--- src/design/pin_ctrl_pkg.sv ---
// package: register map, field positions and shared types for the pin controller
package pin_ctrl_pkg;
  localparam logic [5:0] SERIAL_PIN_SELECT_OFS = 6'h04;
  localparam logic [5:0] SERIAL_CLOCK_CONFIG_OFS = 6'h05;
  localparam logic [5:0] MISC_PIN_CONFIG_OFS = 6'h0c;
  localparam logic [5:0] COMPARATOR_PIN_ENABLE_OFS = 6'h18;
  localparam logic [5:0] INTERRUPT_PIN_SELECT_OFS = 6'h24;
  localparam logic [5:0] EVENT_PIN_SELECT_OFS = 6'h25;
  localparam logic [5:0] DPORT_LOW_DRIVE_OFS = 6'h2c;
  localparam logic [5:0] RPORT_GROUP0_DRIVE_OFS = 6'h30;
  localparam logic [5:0] RPORT_GROUP4_DRIVE_OFS = 6'h34;
  localparam logic [5:0] RPORT_GROUP6_DRIVE_OFS = 6'h36;
  localparam logic [5:0] RPORT_GROUPA_DRIVE_OFS = 6'h3a;
  localparam logic [5:0] TIMER_C_MODE2_OFS = 6'h14;
  localparam logic [5:0] TIMER_D_MODE2_OFS = 6'h15;
  localparam logic [3:0] REG_RESET = 4'h0;
  localparam logic [43:0] PIN_RESET = 44'h0;
  // field positions
  localparam int GLOBAL_PULL_BIT = 3;
  localparam int OPEN_DRAIN_BIT = 2;
  localparam int SERIAL_IN_SEL_BIT = 1;
  localparam int SERIAL_OUT_SEL_BIT = 0;
  localparam int SERIAL_CLK_PIN_BIT = 3;
  localparam int EVENT_INPUT_BIT = 1;
  // rport pin index: group g bit b at 4*slot+b; slots 0..4 groups 0..4, 5..8 groups 6..9, 9 group a
  localparam int RPORT_PINS = 38;
  localparam int DPORT_PINS = 9;
  localparam int R3_1 = 13;
  localparam int R3_2 = 14;
  localparam int R4_0 = 16;
  localparam int R4_1 = 17;
  localparam int R4_2 = 18;
  localparam int R4_3 = 19;
  // timer mode values; 3'h0 means port use, arbitrary width of the timer D field
  localparam logic [2:0] TIMER_PORT_MODE = 3'h0;
  localparam logic [3:0] TIMER_D_PORT_MODE = 4'h0;

  // register write strobe from the core
  typedef struct packed {
    logic we;
    logic [5:0] addr;
    logic [3:0] data;
  } reg_write_t;

  // per-pin pad controls
  typedef struct packed {
    logic [DPORT_PINS-1:0] dOe;
    logic [DPORT_PINS-1:0] dOut;
    logic [DPORT_PINS-1:0] dPull;
    logic [RPORT_PINS-1:0] rOe;
    logic [RPORT_PINS-1:0] rOut;
    logic [RPORT_PINS-1:0] rPull;
    logic r43PmosOff;
  } pad_ctrl_t;

  // per-pin function routing
  typedef struct packed {
    logic [3:0] irqEnable;
    logic eventEnable;
    logic timerCEnable;
    logic timerDEnable;
    logic serialClockEnable;
    logic serialInEnable;
    logic serialOutEnable;
    logic [1:0] comparatorEnable;
    logic [2:0] serialClockSource;
  } func_sel_t;
endpackage : pin_ctrl_pkg

--- src/design/port_pin_buffer_and_function_control.sv ---
// design: pin buffer, pull and shared-function control for the d and r ports
// How it works
// - dport buffer control bits enable D pins
// - one rport buffer control register per group
// - rport latch written four bits, pin levels read back
// - buffer controls decoded in data RAM area
// - interrupt_pin_select routes R0 to irq inputs
// - bit 1 selects irq, 0 port; resets zero
// - event_pin_select bit 1 routes R4_0 event
// - timer output modes hand R3_1, R3_2 over
// - serial pins R4_1..R4_3 under mode bits
// - serial_pin_select bits route SI, SO; reset zero
// - serial clock pin select and clock source code
// - open_drain_select makes R4_3 NMOS open drain
// - comparator_pin_enable connects RD0, RD1 to comparator
// - global pull enable gates per-pin latch pulls
// - D0..D3 pull down, others pull up
// - pulls independent of peripheral function use
// - misc register four bits reset zero
// - reset and stop clear buffers and functions
// - pull-up pins: drive and pull truth table
// - pull-down pins: pull when latch zero
// - peripheral function takes precedence over port
`timescale 1ns/1ps
`default_nettype none

module port_pin_buffer_and_function_control (
  input wire logic clk,
  input wire logic rst,
  input wire logic stopMode,
  input wire pin_ctrl_pkg::reg_write_t regWrite,
  input wire logic rportWrite,
  input wire logic [3:0] rportSlot,
  input wire logic [3:0] rportData,
  input wire logic rportRead,
  input wire logic [39:0] rportPinIn,
  input wire logic [8:0] dportLatchIn,
  input wire logic timerCOut,
  input wire logic timerCOutEn,
  input wire logic timerDOut,
  input wire logic timerDOutEn,
  input wire logic serialClockOut,
  input wire logic serialClockOutEn,
  input wire logic serialOutData,
  output var pin_ctrl_pkg::pad_ctrl_t padCtrl,
  output var pin_ctrl_pkg::func_sel_t funcSel,
  output logic [3:0] rportReadData
);
  typedef struct packed {
    logic [2:0][3:0] dDrive;
    logic [9:0][3:0] rDrive;
    logic [9:0][3:0] rLatch;
    logic [3:0] misc;
    logic [1:0] serialSel;
    logic [3:0] serialClk;
    logic [3:0] irqSel;
    logic eventSel;
    logic [1:0] cmpSel;
    logic [2:0] timerCMode;
    logic [3:0] timerDMode;
    logic [3:0] readData;
    pin_ctrl_pkg::pad_ctrl_t pad;
    pin_ctrl_pkg::func_sel_t func;
  } state_t;

  state_t s_q;
  state_t s_d;
  logic [8:0] dDriveFlat;
  logic [37:0] rDriveFlat;
  logic [37:0] rLatchFlat;
  logic [5:0] a;
  logic pullOn;

  // overview of the pin plan
  // every control register here is write only; software keeps its own copy
  // the port output latch of the d pins lives outside, so its value comes in
  // the r port latch lives here, one four-bit group per slot
  // slots 0..4 hold groups 0..4, slots 5..8 hold groups 6..9, slot 9 group a
  // group a only has two pins, so its upper latch and drive bits go nowhere
  // the d drive registers sit at three consecutive addresses
  // the low one covers four pins, the middle two, the high one three
  // the high register leaves its bit 0 unused, so pins start at bit 1
  // the r drive registers sit in two runs with a hole where group 5 would be
  // a write to the hole is dropped rather than aliased onto a neighbour
  //
  // pad resolution
  // oe high means the cmos stage drives the pin from the out value
  // oe low leaves the pin at high impedance, apart from the pull transistor
  // the pull transistor follows the latch while the global pull bit is set
  // d0..d3 pull down, so their pull is on when the latch holds zero
  // every other pin pulls up, so its pull is on when the latch holds one
  // pulls do not look at function routing at all; a pin used by a peripheral
  // still gets its pull from its own latch, which software must keep in mind
  //
  // peripheral routing
  // a routed function always wins over port use on its pin
  // input functions (irq, event count, serial in) switch the driver off
  // output functions take over both oe and the out value of their pin
  // serial out always drives while routed; open drain only gates the pmos
  // the timer outputs and the serial clock supply their own direction
  // the comparator inputs sit on input-only pins, so only routing is reported
  //
  // timing
  // a control write lands in the state at the first edge after it is taken
  // the pad and routing outputs follow one edge later, both from flip-flops
  // this costs a cycle of latency but keeps every output glitch free
  // pin reads capture the group's levels in the request cycle and show them in the cycle after
  //
  // reset and stop
  // either one clears the whole state, so every pin floats with no pull
  // writes made while either one is active are lost on purpose
  // the timer mode copies are cleared too, handing pins back to port use
  //
  // known limits
  // an unknown address is ignored without any error indication
  // a slot above nine is ignored for writes and reads alike
  // a read and a write on one slot in one cycle both take effect
  // the read returns pin levels, not the latch, as the pins really show
  // a driven pin therefore reads back its own latch through the pad
  // a floating pin with no pull reads whatever the board leaves there

  // flatten grouped registers into pin order (group a keeps two bits)
  assign dDriveFlat = {s_q.dDrive[2][3:1], s_q.dDrive[1][1:0], s_q.dDrive[0]};
  assign rDriveFlat = {s_q.rDrive[9][1:0], s_q.rDrive[8:0]};
  assign rLatchFlat = {s_q.rLatch[9][1:0], s_q.rLatch[8:0]};
  assign a = regWrite.addr;
  assign pullOn = s_q.misc[pin_ctrl_pkg::GLOBAL_PULL_BIT];

  // next state: register writes, latch writes, then pad resolution from current state
  always_comb begin
    s_d = s_q;
    if (regWrite.we) begin
      // buffer controls sit in the RAM area, reached by plain data writes
      if (a >= pin_ctrl_pkg::DPORT_LOW_DRIVE_OFS && a < pin_ctrl_pkg::RPORT_GROUP0_DRIVE_OFS
          && a != 6'h2f) begin
        s_d.dDrive[2'(a - pin_ctrl_pkg::DPORT_LOW_DRIVE_OFS)] = regWrite.data;
      end
      if (a >= pin_ctrl_pkg::RPORT_GROUP0_DRIVE_OFS && a <= pin_ctrl_pkg::RPORT_GROUP4_DRIVE_OFS) begin
        s_d.rDrive[4'(a - pin_ctrl_pkg::RPORT_GROUP0_DRIVE_OFS)] = regWrite.data;
      end
      // 0x35 is a hole in the map: group 5 does not exist
      if (a >= pin_ctrl_pkg::RPORT_GROUP6_DRIVE_OFS && a <= pin_ctrl_pkg::RPORT_GROUPA_DRIVE_OFS) begin
        s_d.rDrive[4'(a - pin_ctrl_pkg::RPORT_GROUP6_DRIVE_OFS + 6'h05)] = regWrite.data;
      end
      unique case (a)
        pin_ctrl_pkg::MISC_PIN_CONFIG_OFS: s_d.misc = regWrite.data;
        pin_ctrl_pkg::SERIAL_PIN_SELECT_OFS: s_d.serialSel = regWrite.data[1:0];
        pin_ctrl_pkg::SERIAL_CLOCK_CONFIG_OFS: s_d.serialClk = regWrite.data;
        pin_ctrl_pkg::INTERRUPT_PIN_SELECT_OFS: s_d.irqSel = regWrite.data;
        pin_ctrl_pkg::EVENT_PIN_SELECT_OFS: s_d.eventSel = regWrite.data[1];
        pin_ctrl_pkg::COMPARATOR_PIN_ENABLE_OFS: s_d.cmpSel = regWrite.data[1:0];
        pin_ctrl_pkg::TIMER_C_MODE2_OFS: s_d.timerCMode = regWrite.data[2:0];
        pin_ctrl_pkg::TIMER_D_MODE2_OFS: s_d.timerDMode = regWrite.data;
        default: ;
      endcase
    end
    // four-bit port output latch and pin read
    if (rportWrite && rportSlot <= 4'h9) begin
      s_d.rLatch[rportSlot] = rportData;
    end
    if (rportRead && rportSlot <= 4'h9) begin
      s_d.readData = rportPinIn[{rportSlot, 2'b00} +: 4];
    end

    // function selections
    s_d.func.irqEnable = s_q.irqSel;
    s_d.func.eventEnable = s_q.eventSel;
    s_d.func.timerCEnable = s_q.timerCMode != pin_ctrl_pkg::TIMER_PORT_MODE;
    s_d.func.timerDEnable = s_q.timerDMode != pin_ctrl_pkg::TIMER_D_PORT_MODE;
    s_d.func.serialClockEnable = s_q.serialClk[pin_ctrl_pkg::SERIAL_CLK_PIN_BIT];
    s_d.func.serialInEnable = s_q.serialSel[pin_ctrl_pkg::SERIAL_IN_SEL_BIT];
    s_d.func.serialOutEnable = s_q.serialSel[pin_ctrl_pkg::SERIAL_OUT_SEL_BIT];
    s_d.func.serialClockSource = s_q.serialClk[2:0];
    s_d.func.comparatorEnable = s_q.cmpSel;

    // port use: buffer bit drives the latch value; pulls follow latch when globally on
    s_d.pad.dOe = dDriveFlat;
    s_d.pad.dOut = dportLatchIn;
    s_d.pad.dPull[3:0] = pullOn ? ~dportLatchIn[3:0] : 4'h0;
    s_d.pad.dPull[8:4] = pullOn ? dportLatchIn[8:4] : 5'h00;
    s_d.pad.rOe = rDriveFlat;
    s_d.pad.rOut = rLatchFlat;
    // pull setting ignores function routing on purpose
    s_d.pad.rPull = pullOn ? rLatchFlat : 38'h0;

    // peripheral overrides; input functions release the driver
    s_d.pad.rOe[3:0] = rDriveFlat[3:0] & ~s_q.irqSel;
    if (s_q.eventSel) s_d.pad.rOe[pin_ctrl_pkg::R4_0] = 1'b0;
    if (s_d.func.timerCEnable) begin
      s_d.pad.rOe[pin_ctrl_pkg::R3_1] = timerCOutEn;
      s_d.pad.rOut[pin_ctrl_pkg::R3_1] = timerCOut;
    end
    if (s_d.func.timerDEnable) begin
      s_d.pad.rOe[pin_ctrl_pkg::R3_2] = timerDOutEn;
      s_d.pad.rOut[pin_ctrl_pkg::R3_2] = timerDOut;
    end
    if (s_d.func.serialClockEnable) begin
      s_d.pad.rOe[pin_ctrl_pkg::R4_1] = serialClockOutEn;
      s_d.pad.rOut[pin_ctrl_pkg::R4_1] = serialClockOut;
    end
    if (s_d.func.serialInEnable) s_d.pad.rOe[pin_ctrl_pkg::R4_2] = 1'b0;
    if (s_d.func.serialOutEnable) begin
      s_d.pad.rOe[pin_ctrl_pkg::R4_3] = 1'b1;
      s_d.pad.rOut[pin_ctrl_pkg::R4_3] = serialOutData;
    end
    // open drain keeps the pmos off on R4_3 whether port or serial out
    s_d.pad.r43PmosOff = s_q.misc[pin_ctrl_pkg::OPEN_DRAIN_BIT];

    // reset and stop clear every control, leaving pins high impedance
    if (rst || stopMode) begin
      s_d = '0;
    end
  end

  // single state register; resolution is one cycle behind the controls
  always_ff @(posedge clk) begin
    s_q <= s_d;
  end

  assign padCtrl = s_q.pad;
  assign funcSel = s_q.func;
  assign rportReadData = s_q.readData;
endmodule : port_pin_buffer_and_function_control
`default_nettype wire

--- config.mk ---
export PLATFORM = sky130hd
export DESIGN_NAME = port_pin_buffer_and_function_control
export DESIGN_NICKNAME = d
export VERILOG_FILES = /design/src/design/pin_ctrl_pkg.sv /design/src/design/port_pin_buffer_and_function_control.sv
export SDC_FILE = /design/constraint.sdc
export NUM_CORES = 1
export LEC_CHECK = 0
export ABC_AREA = 1
export BUFFER_PORTS_ARGS = -buffer_cell sky130_fd_sc_hd__clkbuf_2
export CORE_ASPECT_RATIO = 1.1
export CORE_UTILIZATION = 50
export CTS_CLUSTER_DIAMETER = 200
export DETAILED_ROUTE_END_ITERATION = 6
export GPL_TIMING_DRIVEN = 1
export PLACE_DENSITY = 0.72
export SYNTH_ARGS = -nofsm -noshare
export SYNTH_HDL_FRONTEND = slang
export SYNTH_SLANG_ARGS = --single-unit
--- constraint.sdc ---
create_clock -name clk -period 3.1 [get_ports clk]
set_input_delay 0.31 -clock clk [delete_from_list [all_inputs] [get_ports clk]]
set_output_delay 0.31 -clock clk [all_outputs]
set_load 0.01 [all_outputs]
-- After elaboration in Yosys (flattened, before gate mapping)
Cells that the tools add are included.
W data, S select, Z words.
- bitwise gates (word level): 4
- $lt $le $gt $ge: 15
- reductions and logical operators: 25
- $add $sub $neg: 4
- eq/ne operators: 9
- shift-type cells: 1
- mux-type cells: 23
- operators by type and width (cell ; count):
    $bwmux W40 ; 3
    $mux W40 ; 3
    $demux W4 S4 ; 3
    $shiftx A40 B7 Y4 ; 1
    $eq A6 B5 Y1 const B ; 3
    $ge A6 B6 Y1 const B ; 3
    $reduce_and A2 Y1 ; 9
    $mux W4 ; 4
    $lt A4 B5 Y1 const B ; 3
    $bwmux W12 ; 1
    $eq A6 B3 Y1 const B ; 2
    $eq A6 B6 Y1 const B ; 2
    $ge A4 B1 Y1 const B ; 3
    $le A6 B6 Y1 const B ; 2
    $logic_and A1 B1 Y1 ; 10
    $demux W4 S2 ; 1
    $mux W1 ; 8
    $not A4 Y4 ; 2
    $eq A6 B4 Y1 const B ; 1
    $lt A6 B6 Y1 const B ; 1
    $ne A6 B6 Y1 const B ; 1
    $reduce_or A2 Y1 ; 3
    $add A4 B3 Y4 const B ; 1
    $and A4 B4 Y4 ; 1
    10 further kinds ; 10
- register bits: 277
- output and inout bits: 161

-- Longest topological paths before layout
- depth after elaboration: 10
- gate-level depth with buffers: 11
- depth with buffers taken out: 10

-- Worst setup path after synthesis
Ideal clock, no wire load.
- path kind: input-to-reg
- start point: input port regWrite[10] (netlist name)
- end point: register s_q[175] (netlist name)
- setup time: 0.122 ns
- data arrival time: 1.140 ns
- stages on the path: 6
- slack: 1.839 ns
- path through: buf_4 > inv_2 > nor3_1 > nand2_1 > o21ai_0 > a21oi_1
- word-level cells in the longest chain between the ends: 1
- ends and longest elaborated chain (item ; RTL line ; text):
    from (decl) ; port_pin_buffer_and_function_control.sv:31 ; input wire pin_ctrl_pkg::reg_write_t regWrite,
    $reduce_and A2 Y1 (no line) ; - ;
    to (signal assigned) ; port_pin_buffer_and_function_control.sv:217 ; s_q <= s_d;
    to (decl) ; port_pin_buffer_and_function_control.sv:66 ; state_t s_q;
No other way between the ends.
A chain may end at the register's enable or synchronous reset.

-- Worst setup path after layout
- start point: register s_q (netlist bit pullOn)
- end point: register s_q (netlist bit padCtrl[29])
- word-level cells in the longest chain between the ends: 2
- ends and longest elaborated chain (item):
    $not A1 Y1 (no line)
    $reduce_or A2 Y1 (no line)
No other way between the ends.

==> impl_summary.txt <==
----------------------------------------------------
[CTS]
  CTS tree ... built
  Maximum count of clock buffers along a single path ... 3
  Clock latency on the worst-skew pair ... 520 ps
  Maximum level of the CTS H-tree ... 1
  CTS root buffer ... clkbuf_16
  TritonCTS buffer count ... 27
  Number of gates resized after CTS ... 0
  # clock sinks ... approximately 270
  Clock Pin Slew Worst Setup and Hold Paths ... 60 ps

[Logic synthesis]
  Post-Synthesis Cells ... 1248
  Yosys reg bits ... 268
  Avg Synthesized Cell Area ... roughly 8 µm²
  Sequential element share of the synthesized area ... between 50% and 60%
  Syn_nets ... about 1300
  Ys Warns ... 0
  Unique cell type count in the Yosys netlist ... 25
  Cell Area, Synth ... roughly 10000 µm²

[Setup path]
  Sort of element at the end of the critical path ... flip-flop
  Family with the most delay on the worst path ... simple AND/OR/NAND/NOR gates
  Critical path data required time ... about 3500 ps
  Class of the most critical setup path ... flip-flop to flip-flop
  Startpoint kind of the worst setup timing path ... flip-flop
  Data arrival time of the critical path ... 1830 ps
  CP Cell Sequence ... nand2_2, nor2_1
  Critical path buffer and inverter count ... 0
  Largest stage delay on the critical path ... roughly 540 ps
  Critical path peak fanout ... between 40 and 50
  Slowest stage cell, crit path ... nand2_2

[Drt]
  Final antenna-violating net count ... 0
  Final routed wirelength across all metal layers ... 21400 µm
  Number of design rule violations left after detail routing ... 0
  Average routed wire per standard cell ... approximately 13 µm
  Number of iterations in the first detailed-routing pass ... 6
  Count of routing violations after the opening detailed-route iteration ... about 400
  Number of vias per cell after detailed routing ... 4.65
  Total vias in the final route ... 7391

[Pwr]
  Maximum resistive drop on vdd ... ~0.48 mV
  Leak ... 5.06 nW
  Areal power density over the cells ... ~620 nW/µm²

[Floorplan]
  Count of pins on the block boundary ... 241
  Area of the die ... between 20000 and 25000 µm²
  Number of core rows ... 54
  Core Footprint ... between 15000 and 20000 µm²
  DIE WIDTH ... between 100 and 150 µm
  Floorplan die height ... about 150 µm
  Starting density of the core ... roughly half

[STA]
  Slew margin rel. ... roughly a third
  Final critical-path share of the clock period ... 46.1%
  Crit path time final ... roughly 1400 ps
  Highest Clock Rate ... ~0.70 GHz
  RSZ-0062 raised after global routing ... no
  Final setup fails ... 0
  Setup tns final ... 0 ps
  Hold Vio Cnt, Final ... 0
  Worst Tran Pin Value ... just under 1000 ps
  Pins Over Slew Limit ... 0
  Setup skew after layout ... around 10 ps

[Cells and area]
  Fin nets ... between 1000 and 1500
  Number of inserted filler cells in the final layout ... approximately 1800
  Final Instance Count excl. Fillers ... 1591
  Final antenna diode count ... 0
  Layout cells sized above 1 ... a little under a quarter
  Growth of design area from synthesis to finish ... 10.9%

[Global routing]
  Overall overflow remaining after global route ... 0
  Wire length of the first global-routing pass ... around 34000 µm
  Number of antenna violations at the first check in global routing ... 0
  Total routing usage reported by global routing ... 20.4%
  Maximum number of pins on one net before global-route repair ... 94
  Via count of the first global-routing pass ... about 6800

[Place]
  Placed insts ... roughly 1500
  Port bufs ... 240
  RePlAce Congestion ... between 0.8 and 0.9
  Placed wire-length estimate after detailed placement ... 14900 µm

[Run]
  Max capacitance violation total ... 0

[Run status]
  Run status ... finished, final reports clean

[Min path]
  Hold crit path type ... input pin to flip-flop

----------------------------------------------------
[sequential cells by signal, indices dropped and copies added (netlist names)]
register and flops:
rDriveFlat 38, dDriveFlat 9, pullOn 1, rportReadData 4
padCtrl 142, s_q 21, funcSel 15, rLatchFlat 38
[per-layer routing]
metal	wire length (µm)	up-vias	global-route usage (%)	part of all wire, %
li1	-	3841	-	-
met1	8880	3295	24.3	42
met2	10800	214	37.0	50
met3	1210	41	3.25	5.7
met4	536	0	6.81	2.5
met5	0	-	0	0
[Yosys cell counts, drive strengths merged]
master | count | area [µm²]
o211ai | 7 | 52.6
a21oi | 88 | 440
dfxtp | 268 | 5370
nor2 | 182 | 703
clkbuf | 25 | 93.8
nand2 | 204 | 771
o21ai | 95 | 479
nand4 | 6 | 43.8
a21boi | 1 | 7.51
buf | 178 | 1300
inv | 144 | 541
nor3 | 14 | 97.6
o21bai | 3 | 22.5
nand3 | 33 | 170
[where the power goes]
group / total (W) / switching [W] / internal [W] / leakage, nW
Clock: 0.00320 / 0.00129 / 0.00191 / 0.432
Combinational: 0.000304 / 0.000207 / 0.0000966 / 2.46
Sequential: 0.00346 / 0.00000458 / 0.00346 / 2.16
Total: 0.00697 / 0.00150 / 0.00546 / 5.06
[path summary, 6_finish.rpt]
path | cells after the start | startpoint | endpoint | slack [ps]
setup reg to reg | 2 | pullOn | padCtrl[29] | 1670
hold reg to reg | 1 | s_q[172] | padCtrl[78] | 420
hold / removal | 3 | dportLatchIn[6] | padCtrl[121] | 20
setup / recovery | 2 | pullOn | padCtrl[29] | 1670
[logic make-up (layout without fill, tap and decap cells)]
| kind of cell | after synthesis | in the layout | synth area share [%] |
|---|---|---|---|
| and+or+nand+nor | 439 | 439 | 17.7 |
| buffers and inverters | 347 | 438 | 19.2 |
| DFF | 268 | 268 | 53.2 |
| AOI/OAI and AO/OA | 194 | 194 | 9.94 |
[worst register-to-register path, delay by kind of cell (launching register included)]
kind             cells  cell delay [ps]
DFF                  1              340
and+or+nand+nor      2              970
[per-stage QoR]
stage	utilization, %	instance area [µm²]	total power, W	hold slack (ps)	worst slack [ps]
2_1_floorplan	-	10100	0.00373	382	1840
3_3_place_gp	51.7	10200	0.00383	407	1270
3_5_place_dp	51.7	10200	0.00384	414	1240
4_1_cts	56.5	11200	0.00702	0.356	1590
5_1_grt	56.5	11200	0.00720	32.4	1490
6_report	56.5	11200	0.00697	19.4	1670
[cell usage in the layout, fill, tap and decap left out, types with 2 or more instances in the layout]
| cell | count |
|---|---|
| inv_1 | 137 |
| o21ai_0 | 94 |
| clkbuf_2 | 240 |
| nor2_2 | 4 |
| nand3_1 | 32 |
| a21oi_1 | 88 |
| clkbuf_1 | 4 |
| nand4_1 | 5 |
| nand2_2 | 3 |
| nor3_1 | 11 |
| bufinv_16 | 2 |
| inv_2 | 6 |
| clkinv_2 | 4 |
| dlygate4sd3_1 | 6 |
| nor3_4 | 2 |
| clkbuf_16 | 27 |
| o211ai_1 | 7 |
| clkbuf_8 | 6 |
| buf_4 | 3 |
| nor2_1 | 176 |
| nand2_1 | 201 |
| nor2_4 | 2 |
| dfxtp_1 | 268 |
| o21bai_1 | 3 |
[final cells by class]
| cell class | count | area, µm² | area share, % |
|---|---|---|---|
| multi-input combinational | 633 | 2800 | 25.0 |
| tap | 252 | 315 | 2.82 |
| clock inverter | 8 | 108 | 0.962 |
| timing repair buffer | 249 | 1280 | 11.5 |
| inverter | 144 | 542 | 4.85 |
| sequential | 268 | 5370 | 48.0 |
| clock buffer | 37 | 773 | 6.92 |
[timing repair]
item                      CTS  global route
hold endpoints to repair   10             0
setup buffers               0             0
hold buffers                6             0
Power figures use the tool's default switching activity.
